**src/cpd_cfg.svh**
```systemverilog
// Functional notes
// - Never claim on the target side a cycle our own master started.
// - Ignore cacheable, noncacheable memory and memory controller registers.
// - Top 01, bits 31:28 = 1010 claims own control/status registers.
// - Top 01, 1011: read gives interrupt acknowledge, write gives special cycle.
// - Top 01, 110X decodes as sparse I/O space, 16 MB reach; no I/O address is formed, pci_addr_q keeps its last value.
// - Top 01, 111X decodes as configuration space, configuration cycles.
// - Top 11 is 4 GB dense memory space, prefetch allowed.
// - Top 10 is sparse memory; read gives memory read, write memory write.
// - Sparse memory moves at most one quadword, never prefetches.
// - Sparse memory length, byte enables, low address from bits 7:3.
// - Address bits 31:8 go to AD 26:3 in the address phase.
// - AD 31:27 zero when bits 31:29 zero, else programmable extension.
// - Byte length gives enables 1110,1101,1011,0111 by bits 6:5.
// - Word length gives 1100,1001,0011; offset 11 illegal.
// - Tribyte gives 1000,0001; longword and quadword give 0000.
// - PCI address bit 2 from bit 7, bits 1:0 zero; quadword 000.
// - Illegal bits 6:3 still accepted, result undefined.
`ifndef CPD_CFG_SVH
`define CPD_CFG_SVH
`define CPD_TOP_CACHE 2'h0
`define CPD_TOP_IO 2'h1
`define CPD_TOP_SPARSE 2'h2
`define CPD_TOP_DENSE 2'h3
`define CPD_SUB_OWN_CSR 4'ha
`define CPD_SUB_IACK 4'hb
`define CPD_SUB_SPIO 3'h6
`define CPD_SUB_CONFIG 3'h7
`define CPD_LEN_BYTE 2'h0
`define CPD_LEN_WORD 2'h1
`define CPD_LEN_TRI 2'h2
`define CPD_LEN_LONG 2'h3
`define CPD_OFS_QUAD 2'h3
`define CPD_BE_NONE 4'hf
`define CPD_BE_ALL 4'h0
`define CPD_BE_B0 4'he
`define CPD_BE_B1 4'hd
`define CPD_BE_B2 4'hb
`define CPD_BE_B3 4'h7
`define CPD_BE_W0 4'hc
`define CPD_BE_W1 4'h9
`define CPD_BE_W2 4'h3
`define CPD_BE_T0 4'h8
`define CPD_BE_T1 4'h1
`define CPD_FIXED_EXT 5'h00
`define CPD_ZERO_HI 3'h0
`define CPD_LOW_ZERO 2'h0
`define CPD_CMD_IACK 4'h0
`define CPD_CMD_SPECIAL 4'h1
`define CPD_CMD_IO_RD 4'h2
`define CPD_CMD_IO_WR 4'h3
`define CPD_CMD_MEM_RD 4'h6
`define CPD_CMD_MEM_WR 4'h7
`define CPD_CMD_CFG_RD 4'ha
`define CPD_CMD_CFG_WR 4'hb
`define CPD_CMD_MEM_RD_LINE 4'he
`endif

```
**src/cpd_pkg.sv**
```systemverilog
package cpd_pkg;
  typedef enum logic [2:0] {
    CPD_SP_NONE,
    CPD_SP_OWN_CSR,
    CPD_SP_IACK_SPECIAL,
    CPD_SP_SPARSE_IO,
    CPD_SP_CONFIG,
    CPD_SP_SPARSE_MEM,
    CPD_SP_DENSE_MEM
  } cpd_space_e;
endpackage

```
**src/cpd_sparse_be.sv**
```systemverilog
`timescale 1ns/1ps
`default_nettype none
`include "cpd_cfg.svh"
module cpd_sparse_be
  import cpd_pkg::*;
(
  input wire logic [7:3] addr_low,
  output logic [3:0] byte_en_n,
  output logic [2:0] pci_low,
  output logic is_quad,
  output logic illegal
);
  logic [1:0] ofs;
  logic [1:0] len;
  assign ofs = addr_low[6:5];
  assign len = addr_low[4:3];
  always_comb begin
    byte_en_n = `CPD_BE_NONE;
    illegal = 1'b0;
    is_quad = 1'b0;
    unique case (len)
      `CPD_LEN_BYTE: begin
        unique case (ofs)
          2'h0: byte_en_n = `CPD_BE_B0;
          2'h1: byte_en_n = `CPD_BE_B1;
          2'h2: byte_en_n = `CPD_BE_B2;
          2'h3: byte_en_n = `CPD_BE_B3;
        endcase
      end
      `CPD_LEN_WORD: begin
        unique case (ofs)
          2'h0: byte_en_n = `CPD_BE_W0;
          2'h1: byte_en_n = `CPD_BE_W1;
          2'h2: byte_en_n = `CPD_BE_W2;
          2'h3: illegal = 1'b1;
        endcase
      end
      `CPD_LEN_TRI: begin
        unique case (ofs)
          2'h0: byte_en_n = `CPD_BE_T0;
          2'h1: byte_en_n = `CPD_BE_T1;
          2'h2, 2'h3: illegal = 1'b1;
        endcase
      end
      `CPD_LEN_LONG: begin
        unique case (ofs)
          2'h0: byte_en_n = `CPD_BE_ALL;
          `CPD_OFS_QUAD: begin
            byte_en_n = `CPD_BE_ALL;
            is_quad = 1'b1;
          end
          2'h1, 2'h2: illegal = 1'b1;
        endcase
      end
    endcase
    // Bit 2 from bit 7, bits 1:0 zero; quadword all zero
    pci_low = is_quad ? 3'h0 : {addr_low[7], `CPD_LOW_ZERO};
  end
endmodule
`default_nettype wire

```
**src/cpd_decoder.sv**
```systemverilog
`timescale 1ns/1ps
`default_nettype none
`include "cpd_cfg.svh"
module cpd_decoder
  import cpd_pkg::*;
(
  input wire logic clk_sys,
  input wire logic resetn,
  input wire logic cyc_valid,
  input wire logic cyc_write,
  input wire logic [33:0] system_bus_address,
  input wire logic [4:0] programmable_memory_high_extension,
  input wire logic pci_target_addr_valid,
  input wire logic pci_target_in_window,
  output logic claim_q,
  output logic [2:0] space_q,
  output logic pci_start_q,
  output logic [3:0] pci_cmd_q,
  output logic [31:0] pci_addr_q,
  output logic [3:0] pci_byte_en_n_q,
  output logic pci_single_q,
  output logic pci_prefetch_ok_q,
  output logic sparse_illegal_q,
  output logic target_claim_q
);
  cpd_space_e space_d;
  logic [3:0] be_n;
  logic [2:0] low;
  logic quad;
  logic illegal;
  logic own_master_q;

  function automatic cpd_space_e decode_space(input logic [5:0] hi);
    cpd_space_e s;
    s = CPD_SP_NONE;
    unique case (hi[5:4])
      `CPD_TOP_CACHE: s = CPD_SP_NONE;
      `CPD_TOP_SPARSE: s = CPD_SP_SPARSE_MEM;
      `CPD_TOP_DENSE: s = CPD_SP_DENSE_MEM;
      `CPD_TOP_IO: begin
        if (hi[3:0] == `CPD_SUB_OWN_CSR)
          s = CPD_SP_OWN_CSR;
        else if (hi[3:0] == `CPD_SUB_IACK)
          s = CPD_SP_IACK_SPECIAL;
        else if (hi[3:1] == `CPD_SUB_SPIO)
          s = CPD_SP_SPARSE_IO;
        else if (hi[3:1] == `CPD_SUB_CONFIG)
          s = CPD_SP_CONFIG;
        else
          s = CPD_SP_NONE;
      end
    endcase
    return s;
  endfunction

  // One space per cycle from bits 33:28
  assign space_d = decode_space(system_bus_address[33:28]);

  cpd_sparse_be u_be (
    .addr_low(system_bus_address[7:3]),
    .byte_en_n(be_n),
    .pci_low(low),
    .is_quad(quad),
    .illegal(illegal)
  );

  always_ff @(posedge clk_sys) begin
    if (!resetn) begin
      claim_q <= 1'b0;
      space_q <= 3'h0;
    end else begin
      claim_q <= cyc_valid && (space_d != CPD_SP_NONE);
      space_q <= cyc_valid ? 3'(space_d) : 3'h0;
    end
  end

  // PCI master cycle launch for spaces that leave the bridge
  always_ff @(posedge clk_sys) begin
    if (!resetn) begin
      pci_start_q <= 1'b0;
      pci_cmd_q <= `CPD_CMD_MEM_RD;
      pci_single_q <= 1'b0;
      pci_prefetch_ok_q <= 1'b0;
      own_master_q <= 1'b0;
    end else begin
      pci_start_q <= 1'b0;
      pci_single_q <= 1'b0;
      pci_prefetch_ok_q <= 1'b0;
      // Own cycle spans the start cycle and the one after it
      own_master_q <= pci_start_q;
      if (cyc_valid) begin
        unique case (space_d)
          CPD_SP_IACK_SPECIAL: begin
            pci_start_q <= 1'b1;
            pci_cmd_q <= cyc_write ? `CPD_CMD_SPECIAL : `CPD_CMD_IACK;
          end
          CPD_SP_SPARSE_IO: begin
            pci_start_q <= 1'b1;
            pci_cmd_q <= cyc_write ? `CPD_CMD_IO_WR : `CPD_CMD_IO_RD;
          end
          CPD_SP_CONFIG: begin
            pci_start_q <= 1'b1;
            pci_cmd_q <= cyc_write ? `CPD_CMD_CFG_WR : `CPD_CMD_CFG_RD;
          end
          CPD_SP_SPARSE_MEM: begin
            pci_start_q <= 1'b1;
            pci_single_q <= 1'b1;
            pci_cmd_q <= cyc_write ? `CPD_CMD_MEM_WR : `CPD_CMD_MEM_RD;
          end
          CPD_SP_DENSE_MEM: begin
            pci_start_q <= 1'b1;
            pci_prefetch_ok_q <= ~cyc_write;
            pci_cmd_q <= cyc_write ? `CPD_CMD_MEM_WR : `CPD_CMD_MEM_RD_LINE;
          end
          CPD_SP_NONE, CPD_SP_OWN_CSR: ;
        endcase
      end
    end
  end

  // Sparse and dense memory address phase and byte enables
  always_ff @(posedge clk_sys) begin
    if (!resetn) begin
      pci_addr_q <= 32'h0;
      pci_byte_en_n_q <= `CPD_BE_NONE;
      sparse_illegal_q <= 1'b0;
    end else if (cyc_valid && space_d == CPD_SP_SPARSE_MEM) begin
      pci_addr_q[26:3] <= system_bus_address[31:8];
      pci_addr_q[31:27] <= (system_bus_address[31:29] == `CPD_ZERO_HI) ?
        `CPD_FIXED_EXT : programmable_memory_high_extension;
      pci_addr_q[2:0] <= low;
      pci_byte_en_n_q <= be_n;
      sparse_illegal_q <= illegal;
    end else if (cyc_valid && space_d == CPD_SP_DENSE_MEM) begin
      pci_addr_q <= system_bus_address[31:0];
      pci_byte_en_n_q <= `CPD_BE_ALL;
      sparse_illegal_q <= 1'b0;
    end
  end

  // Target side never claims our own master's address
  always_ff @(posedge clk_sys) begin
    if (!resetn)
      target_claim_q <= 1'b0;
    else
      target_claim_q <= pci_target_addr_valid && pci_target_in_window &&
        !own_master_q && !pci_start_q;
  end
endmodule
`default_nettype wire

```
**config.mk**
```make
export PLATFORM = sky130hd
export DESIGN_NAME = cpd_decoder
export DESIGN_NICKNAME = d
export VERILOG_FILES = /design/src/cpd_pkg.sv /design/src/cpd_sparse_be.sv /design/src/cpd_decoder.sv
export VERILOG_INCLUDE_DIRS = /design/src
export SDC_FILE = /design/constraint.sdc
export NUM_CORES = 1
export LEC_CHECK = 0
export BUFFER_PORTS_ARGS = -buffer_cell sky130_fd_sc_hd__clkbuf_2
export CAP_MARGIN = 25
export CORE_ASPECT_RATIO = 0.6
export CORE_MARGIN = 1
export CORE_UTILIZATION = 40
export DETAILED_ROUTE_END_ITERATION = 10
export PLACE_DENSITY = 0.79
export SYNTH_ARGS = -nofsm -noshare
export SYNTH_HDL_FRONTEND = slang
export SYNTH_HIERARCHICAL = 1
export SYNTH_SLANG_ARGS = --single-unit
```
**constraint.sdc**
```tcl
create_clock -name clk_sys -period 3.2 [get_ports clk_sys]
set_input_delay 0.64 -clock clk_sys [delete_from_list [all_inputs] [get_ports clk_sys]]
set_output_delay 0.64 -clock clk_sys [all_outputs]
set_load 0.03 [all_outputs]
```
---- Word level (Yosys, flattened, before mapping) ----
Index checks and enable logic that the tools add are counted.
operators by class
  equality and inequality tests ........... 18
  mux-type cells .......................... 31
  bitwise operators ....................... 1
  reduce and logical (&&, ||, !) cells .... 22
operators by type and width
  operator              count
  $mux W32              2
  $pmux W4 S4           2
  $pmux W4 S5           1
  $mux W4               4
  $eq A3 B3 Y1 const B  5
  $mux W3               5
  $eq A2 B2 Y1 const B  6
  $mux W1               12
  $pmux W3 S4           1
  $pmux W4 S3           1
  $eq A4 B4 Y1 const B  2
  $pmux W4 S2           1
  $eq A2 B1 Y1 const B  3
  $eq A3 B2 Y1 const B  2
  $logic_and A1 B1 Y1   6
  $logic_not A2 Y1      3
  $reduce_or A2 Y1      3
  $mux W5               1
  $reduce_bool A5 Y1    1
  $reduce_or A5 Y1      1
  $reduce_and A2 Y1     2
  $logic_not A3 Y1      1
  $pmux W1 S3           1
  $reduce_and A3 Y1     1
  other kinds (4)       5
word-level totals
  register bits after elaboration ......... 50
  input port bits ......................... 45
  logic and storage cells ................. 83

---- Logic depth before layout (Yosys ltp) ----
Gate-level depths: netlist of run 1.
  depth after elaboration ................. 10
  depth in mapped cells ................... 7

---- Hierarchy ----
Netlist of run 1, hierarchy kept.
by module, submodules not included
  module         times used  cells an instance  area an instance (µm²)
  cpd_decoder    1           258                2,133.3
  cpd_sparse_be  1           37                 292.8

---- Least setup slack after synthesis of run 1 ----
Ideal clock, no wire load.
  path type ............................... in2reg
  from .................................... input port system_bus_address[5]
  to ...................................... register pci_byte_en_n_q[1]
  setup time .............................. 134 ps
  data arrival time ....................... 1,519 ps
  path slack .............................. 1,547 ps
  stages on the path ...................... 7
  path buffers ............................ 0
  cells stage by stage .................... inv_1 -> ha_1 -> and2_4 -> mux2i_1 -> a22oi_1 -> nand2_1 -> nand3_1
on the way
  cells in the longest elaborated chain, start to end .. 5
  elaborated cells on any way between the ends .. 11
  those cells by class .................... eq/ne: 3; mux: 6; reduce/logical: 2
RTL lines
  what                                                     RTL line             RTL
  start: declaration                                       cpd_decoder.sv:11    input wire logic [33:0] system_bus_address,
  $eq A2 B2 Y1 / $logic_not A2 Y1 (equally long branches)  n/a
  $reduce_or A2 Y1 (no line)                               n/a
  $mux W4                                                  cpd_sparse_be.sv:46  unique case (ofs)
  $pmux W4 S4 (*)                                          cpd_sparse_be.sv:21  unique case (len)
  via be_n[1]                                              cpd_decoder.sv:27    logic [3:0] be_n;
  $mux W4 (*)                                              cpd_decoder.sv:127   end else if (cyc_valid && space_d == CPD_SP_SPARSE_MEM) begin
  end signal: assignment                                   cpd_decoder.sv:125   pci_byte_en_n_q <= `CPD_BE_NONE;
  end signal: assignment                                   cpd_decoder.sv:132   pci_byte_en_n_q <= be_n;
  end signal: assignment                                   cpd_decoder.sv:136   pci_byte_en_n_q <= `CPD_BE_ALL;
  end: declaration                                         cpd_decoder.sv:20    output logic [3:0] pci_byte_en_n_q,
Mark *: on every way through the listed nets, which the timed path passes. The rest lies on a longest branch.
A chain may end at the register's enable or synchronous reset.

---- Worst setup path in the final report of run 1 ----
  from .................................... input port system_bus_address[32]
  to ...................................... register pci_addr_q[29]
on the way
  cells in the longest elaborated chain, start to end .. 5
  elaborated cells on any way between the ends .. 11
  those cells by class .................... eq/ne: 5; mux: 2; reduce/logical: 4
RTL lines
  what                                                   RTL line                                RTL
  $eq A2 B1 Y1, or another cell as far along             cpd_decoder.sv:36                       unique case (hi[5:4])
  $pmux W3 S4 (*)                                        cpd_decoder.sv:36
  $eq A3 B3 Y1, on equally long branches                 cpd_decoder.sv:127, cpd_decoder.sv:134
  $logic_and A1 B1 Y1, on equally long branches          cpd_decoder.sv:127, cpd_decoder.sv:134
  $mux W32 / $reduce_bool A2 Y1 (equally long branches)  n/a
  end signal: assignment                                 cpd_decoder.sv:129                      pci_addr_q[31:27] <= (system_bus_address[31:29] == `CPD_ZERO_HI) ?
  end signal: assignment                                 cpd_decoder.sv:135                      pci_addr_q <= system_bus_address[31:0];
  end: declaration                                       cpd_decoder.sv:19                       output logic [31:0] pci_addr_q,
Every way passes the cells marked *; elsewhere a longest branch is shown, timed or not.

==> summary.md, run 1 <==
| Metric | Value |
|---|---|
| # diodes | `0` |
| Setup Total Neg Slack | `0 ps` |
| Clk sinks | `50` |
| Max Slew Vio Count | `0` |
| Place WS | `around 1000 ps` |
| CP Data Arrival Time | `2100 ps` |
| Number of synthesized flops with an enable pin | `0` |
| Async S/R FF share, synth | `0` |
| Synth-to-Final Area Change | `19.3%` |
| Area of the mapped netlist | `between 0.002 and 0.0025 mm²` |
| Initial Util | `0.425` |
| R2R depth | `2` |
| Worst EP required | `approximately 3400 ps` |
| Dpl hpwl | `4550 µm` |
| Yosys cell types | `44` |
| Clock Tree Root | `clkbuf_8` |
| Number of buffers added for setup after CTS | `0` |
| Fmax | `0.533 GHz` |
| Clock Tree Buf Depth | `2` |
| Setup ws final | `around 1300 ps` |
| Pin count of the biggest net entering global routing | `between 60 and 70` |
| CTS resizes | `0` |
| Clock latency on the worst-skew pair | `between 200 and 300 ps` |
| GPL Wtd Cong | `between 0.8 and 0.9` |
| Tightest Pin Transition | `approximately 860 ps` |
| H-Tree Depth | `2` |
| Final period utilization | `0.587` |
| Min Tclk post-route | `roughly 1900 ps` |
| CORE AREA | `between 0.005 and 0.006 mm²` |
| Top post-synthesis cells by count | `68 x nand2_1, 50 x dfxtp_1, 28 x a31oi_1, 24 x o21ai_0, 16 x o21ai_1` |
| IO Pins | `94` |
| Worst Hold Margin | `~400 ps` |
| Hold path depth | `1` |
| Die width | `between 100 and 150 µm` |
| Die span in y | `about 62 µm` |
| Final core utilization | `0.508` |
| Status | `finished, final reports clean` |
| Via density | `5.28` |
| Routed WL | `about 6300 µm` |
| Crit Path Max Fanout | `21` |
| GR Overflow Total | `0` |
| Top cell type's share of synthesized area | `0.413` |
| Drt wl/cell | `around 14 µm` |
| Post-route ant nets | `0` |
| Largest cells by area after synthesis | `dfxtp_1 41%, nand2_1 11%, a31oi_1 7.2%` |
| RSZ-0062 raised after global routing | `false` |
| Synthesized instance count | `295` |
| Vias in the first global route | `around 2.2k` |
| Synthesized flop and latch total | `50` |
| Max-cap viol count | `0` |
| Pre-antenna DRT Iters | `4` |
| Clock buffer count from CTS | `5` |
| Cell type with the largest total area after synthesis | `dfxtp_1` |
| Total track usage | `0.205` |
| Setup-failing EPs final | `0` |
| YS warnings | `6` |
| Top_reg_cell synth | `dfxtp_1` |
| Clk slew on worst S/H paths | `roughly 90 ps` |
| Global-route wire length before repair | `10400 µm` |
| Worst Setup End Kind | `register` |
| CP cell instances | `clkbuf_2, and3b_1, buf_4, a32oi_1, a21oi_1` |
| Relative slew slack | `0.427` |
| Std cell rows | `21` |
| Fin Clk Skew | `~0.24 ps` |
| PwrDens | `about 460 mW/mm²` |
| Port Buf Inserts | `93` |
| Slowest cell on crit path | `and3b_1` |
| CTS tree | `yes` |
| CP Class | `in -> reg` |
| Total Nets Final | `roughly 420` |
| Syn Area/Cell | `between 8 and 9 µm²` |
| Drt drc | `0` |
| Post-synthesis sequential area ratio | `0.413` |
| Worst vdd ir | `roughly 250 µV` |
| Die area | `between 0.006 and 0.007 mm²` |
| Final hold violation count | `0` |
| Fraction of layout cells with a size suffix above 1 | `0.305` |
| P_leak | `0.00137 µW` |
| Initial DRC Count | `about 120` |
| Max incr delay on CP | `620 ps` |
| CTS Hold Bufs | `0` |
| Crit path launch type | `input port` |
| Hold Crit Class | `reg -> reg` |
| Most common cell in the netlist | `nand2_1` |
| Initial antenna violation count | `0` |
| Routed vias | `about 2.4k` |
-- where the power goes --
part	switching [µW]	internal (µW)
logic	193	92.9
clock network	193	175
registers	19.2	659
total	405	927
-- critical path, delay by kind of cell --
kind	cells	cell delay, ps
buffers and inverters	2	540
AOI/OAI and AO/OA	2	290
and+or+nand+nor	1	620
-- state kept, by name, summed over array words and instances (netlist names) --
| name | count |
|---|---|
| pci_byte_en_n_q | 4 |
| space_q | 3 |
| pci_single_q | 1 |
| claim_q | 1 |
| own_master_q | 1 |
| sparse_illegal_q | 1 |
| pci_cmd_q | 4 |
| pci_prefetch_ok_q | 1 |
| target_claim_q | 1 |
| pci_start_q | 1 |
| pci_addr_q | 32 |
-- cell usage in the layout, fill, tap and decap left out, drive strengths merged, types with 2 or more instances in the layout --
| cell type | Yosys | layout |
|---|---|---|
| clkbuf | 5 | 100 |
| nand2 | 68 | 68 |
| dfxtp | 50 | 50 |
| o21ai | 40 | 40 |
| a31oi | 28 | 28 |
| a21oi | 11 | 11 |
| nand3 | 9 | 9 |
| ha | 8 | 8 |
| inv | 5 | 5 |
| nor2 | 4 | 4 |
| nor2b | 4 | 4 |
| and2 | 4 | 4 |
| mux2i | 3 | 3 |
| o211ai | 3 | 3 |
| nor3 | 3 | 3 |
| a22oi | 3 | 3 |
| and4b | 3 | 3 |
| a32oi | 2 | 2 |
| conb | 1 | 2 |
| nor3b | 2 | 2 |
| and3b | 2 | 2 |
| mux2 | 2 | 2 |
-- path summary, 6_finish.rpt --
check	endpoint	slack, ps	from
max	pci_addr_q[29]	1320	system_bus_address[32]
min	target_claim_q	400	own_master_q
max reg2reg	pci_addr_q[29]	2480	pci_addr_q[29]
min reg2reg	target_claim_q	400	own_master_q
-- layer usage --
metal	vias up	share of wire	global-route usage
li1	1176	-	-
met1	1104	0.51	0.312
met2	97	0.42	0.298
met3	0	0.078	0.0428
met4	0	0	0.0375
met5	-	0	0
-- layout make-up --
cell class,instances,area (µm²)
Fill cell,596,2810
Multi-Input combinational cell,213,1210
Sequential cell,50,1000
Timing Repair Buffer,94,473
Tap cell,80,100
Clock buffer,7,86.3
Inverter,5,18.8
Clock inverter,1,5.00
-- per-stage QoR --
stage	area, µm²	std cells	total power [µW]
5_1_grt	2900	450	1410
3_5_place_dp	2800	442	976
6_report	2900	450	1330
3_3_place_gp	2800	442	971
2_1_floorplan	2430	296	893
4_1_cts	2900	450	1340
-- cell families (layout without fill, tap and decap cells) --
family | after synthesis | after routing | synth area share
fa+ha+maj | 8 | 8 | 0.0413
compound gates | 92 | 92 | 0.220
simple gates | 106 | 106 | 0.211
other cells | 1 | 2 | 0.00155
mux | 5 | 5 | 0.0232
flops | 50 | 50 | 0.413
buf+inv | 33 | 107 | 0.0897
No activity file was read; power rests on OpenSTA's default activity.
==> run 2: changes to the inputs <==
Clock period 3.2 ns to 1.95 ns, I/O delays scaled along.
==> summary.md, run 2 (synthesized netlist as in run 1, its figures left out) <==
| Metric | Value |
|---|---|
| Initial Util | `0.425 (unchanged)` |
| CP cell instances | `clkbuf_2, inv_1, ha_1, and2_4, mux2i_1, a22oi_1, nand2_1, nand3_1 (was clkbuf_2, and3b_1, buf_4, a32oi_1, a21oi_1)` |
| Clock Tree Buf Depth | `2 (unchanged)` |
| Clk slew on worst S/H paths | `100 ps (was 90 ps)` |
| Final hold violation count | `0 (unchanged)` |
| Via density | `5.20 (was 5.28)` |
| Total track usage | `0.207 (was 0.205)` |
| Routed vias | `2360 (was 2377)` |
| Max-cap viol count | `0 (unchanged)` |
| Clock latency on the worst-skew pair | `310 ps (was 290 ps)` |
| CTS tree | `yes (unchanged)` |
| M3 GR Usage | `0.0428 (unchanged)` |
| Fin Clk Skew | `0.281 ps (was 0.240 ps)` |
| Fmax | `approximately 0.7 GHz` |
| Final period utilization | `0.718` |
| CP Class | `in -> reg (unchanged)` |
| Crit path launch type | `input port (unchanged)` |
| PwrDens | `828 mW/mm² (was 460 mW/mm²)` |
| M2 GR Usage | `0.303 (was 0.298)` |
| Initial DRC Count | `126 (was 124)` |
| Fillers | `562 (was 596)` |
| Met1 Use GR | `0.302 (was 0.312)` |
| Sw Share | `0.279 (was 0.304)` |
| CORE AREA | `0.00570 mm² (unchanged)` |
| Setup Total Neg Slack | `0 ps (unchanged)` |
| GR Overflow Total | `0 (unchanged)` |
| Largest regs | `pci_addr_q (32), pci_byte_en_n_q (4), pci_cmd_q (4) (unchanged)` |
| Worst Setup End Kind | `register (unchanged)` |
| Worst vdd ir | `371 µV (was 245 µV)` |
| Hold Crit Class | `in -> reg (was reg -> reg)` |
| Max incr delay on CP | `350 ps (was 620 ps)` |
| Slowest cell on crit path | `ha_1 (was and3b_1)` |
| Setup-failing EPs final | `0 (unchanged)` |
| Pin count of the biggest net entering global routing | `37 (was 63)` |
| Clk pwr share | `0.359 (was 0.276)` |
| Commonest non-fill, non-tap cell in the layout | `clkbuf_2 (unchanged)` |
| Max reg flops | `32 (unchanged)` |
| Internal power | `1790 µW (was 927 µW)` |
| CP Data Arrival Time | `1590 ps (was 2100 ps)` |
| Fraction of layout cells with a size suffix above 1 | `0.316 (was 0.305)` |
| Die span in y | `62.3 µm (unchanged)` |
| Worst Hold Margin | `269 ps (was 398 ps)` |
| Post-route ant nets | `0 (unchanged)` |
| Total Nets Final | `426 (was 422)` |
| Most frequent cells in the layout | `93 x clkbuf_2, 68 x nand2_1, 50 x dfxtp_1, 28 x a31oi_1, 24 x o21ai_0 (unchanged)` |
| Dpl hpwl | `4580 µm (was 4550 µm)` |
| CTS Hold Bufs | `0 (unchanged)` |
| Crit Path Max Fanout | `6 (was 21)` |
| Sequential share of power | `0.448 (was 0.509)` |
| Clock buffer count from CTS | `5 (unchanged)` |
| Max Slew Vio Count | `0 (unchanged)` |
| GPL Wtd Cong | `0.861 (was 0.842)` |
| Comb power frac | `0.192 (was 0.214)` |
| Min Tclk post-route | `1400 ps` |
| # diodes | `0 (unchanged)` |
| Std cell rows | `21 (unchanged)` |
| Port Buf Inserts | `93 (unchanged)` |
| Status | `finished, final reports clean (unchanged)` |
| Vias in the first global route | `2111 (was 2152)` |
| Routed WL | `6370 µm (was 6330 µm)` |
| Cell Count, Final, Fillers Out | `454 (was 450)` |
| Number of buffers added for setup after CTS | `0 (unchanged)` |
| Drt wl/cell | `14.0 µm (was 14.1 µm)` |
| Drt drc | `0 (unchanged)` |
| H-Tree Depth | `2 (unchanged)` |
| Initial antenna violation count | `0 (unchanged)` |
| Clock Tree Root | `clkbuf_8 (unchanged)` |
| IO Pins | `94 (unchanged)` |
| Global-route wire length before repair | `10300 µm (was 10400 µm)` |
| Worst EP required | `2140 ps (was 3420 ps)` |
| Die area | `0.00639 mm² (unchanged)` |
| RSZ-0062 raised after global routing | `false (unchanged)` |
| Placed cells | `446 (was 442)` |
| Pre-antenna DRT Iters | `4 (unchanged)` |
| Synth-to-Final Area Change | `23.7% (was 19.3%)` |
| Switch Pwr | `693 µW (was 405 µW)` |
| P_leak | `0.00142 µW (was 0.00137 µW)` |
| Die width | `103 µm (unchanged)` |
| CTS resizes | `0 (unchanged)` |
| Largest Register | `pci_addr_q (unchanged)` |
| GR peak layer | `met2 (was met1)` |
| Clk sinks | `50 (unchanged)` |
[run 2: changes by cell type in the layout (fill, tap and decap cells not counted), sizes merged]
cell and delta:
clkinv -1, buf +4, bufinv +2, clkbuf -1
[run 2: metal layers]
layer  vias to the layer above  share of wire
met5                         -              0
met4                         0          0.011
met3                         8          0.083
met2                        93           0.42
met1                      1078           0.48
li1                       1181              -
[run 2: path summary, 6_finish.rpt]
| check | start | to | slack [ps] | cells past startpoint |
|---|---|---|---|---|
| worst max-delay path | system_bus_address[5] | pci_byte_en_n_q[1] | 550 | 8 |
| worst min-delay path | cyc_write | pci_prefetch_ok_q | 270 | 2 |
| worst max register to register | pci_addr_q[1] | pci_addr_q[1] | 1280 | 2 |
| worst min register to register | own_master_q | target_claim_q | 400 | 1 |
[run 2: critical path: cells and delay by family]
family                     cells  cell delay, ps
AOI/OAI and AO/OA              1              90
adders and majority gates      1             350
buffers and inverters          2             250
muxes                          1             180
and+or+nand+nor                3             320
[run 2: area by class of cell]
type | count | area (µm²) | area share
clock buffer | 6 | 82.6 | 0.0275
clock inverter | 2 | 60.1 | 0.0200
inverter | 5 | 18.8 | 0.00625
multi-input combinational | 213 | 1210 | 0.404
sequential | 50 | 1000 | 0.333
tap | 80 | 100 | 0.0333
timing repair buffer | 98 | 528 | 0.176
[run 2: per-stage QoR]
stage	cell area, µm²	util	total power [µW]	setup WS [ps]
after floorplan	2430	-	1460	547
after global placement	2860	0.501	1610	331
after detailed placement	2860	0.501	1610	227
after CTS	3000	0.526	2500	555
after global routing	3000	0.526	2600	459
final	3000	0.526	2480	550
[run 2: power groups by stage]
stage	Clock, µW	Sequential, µW	Combinational (µW)
after floorplan	0	1250	214
after global placement	0	1130	471
after global routing	958	1120	523
after detailed placement	0	1140	478
final	893	1110	478
after CTS	910	1110	479
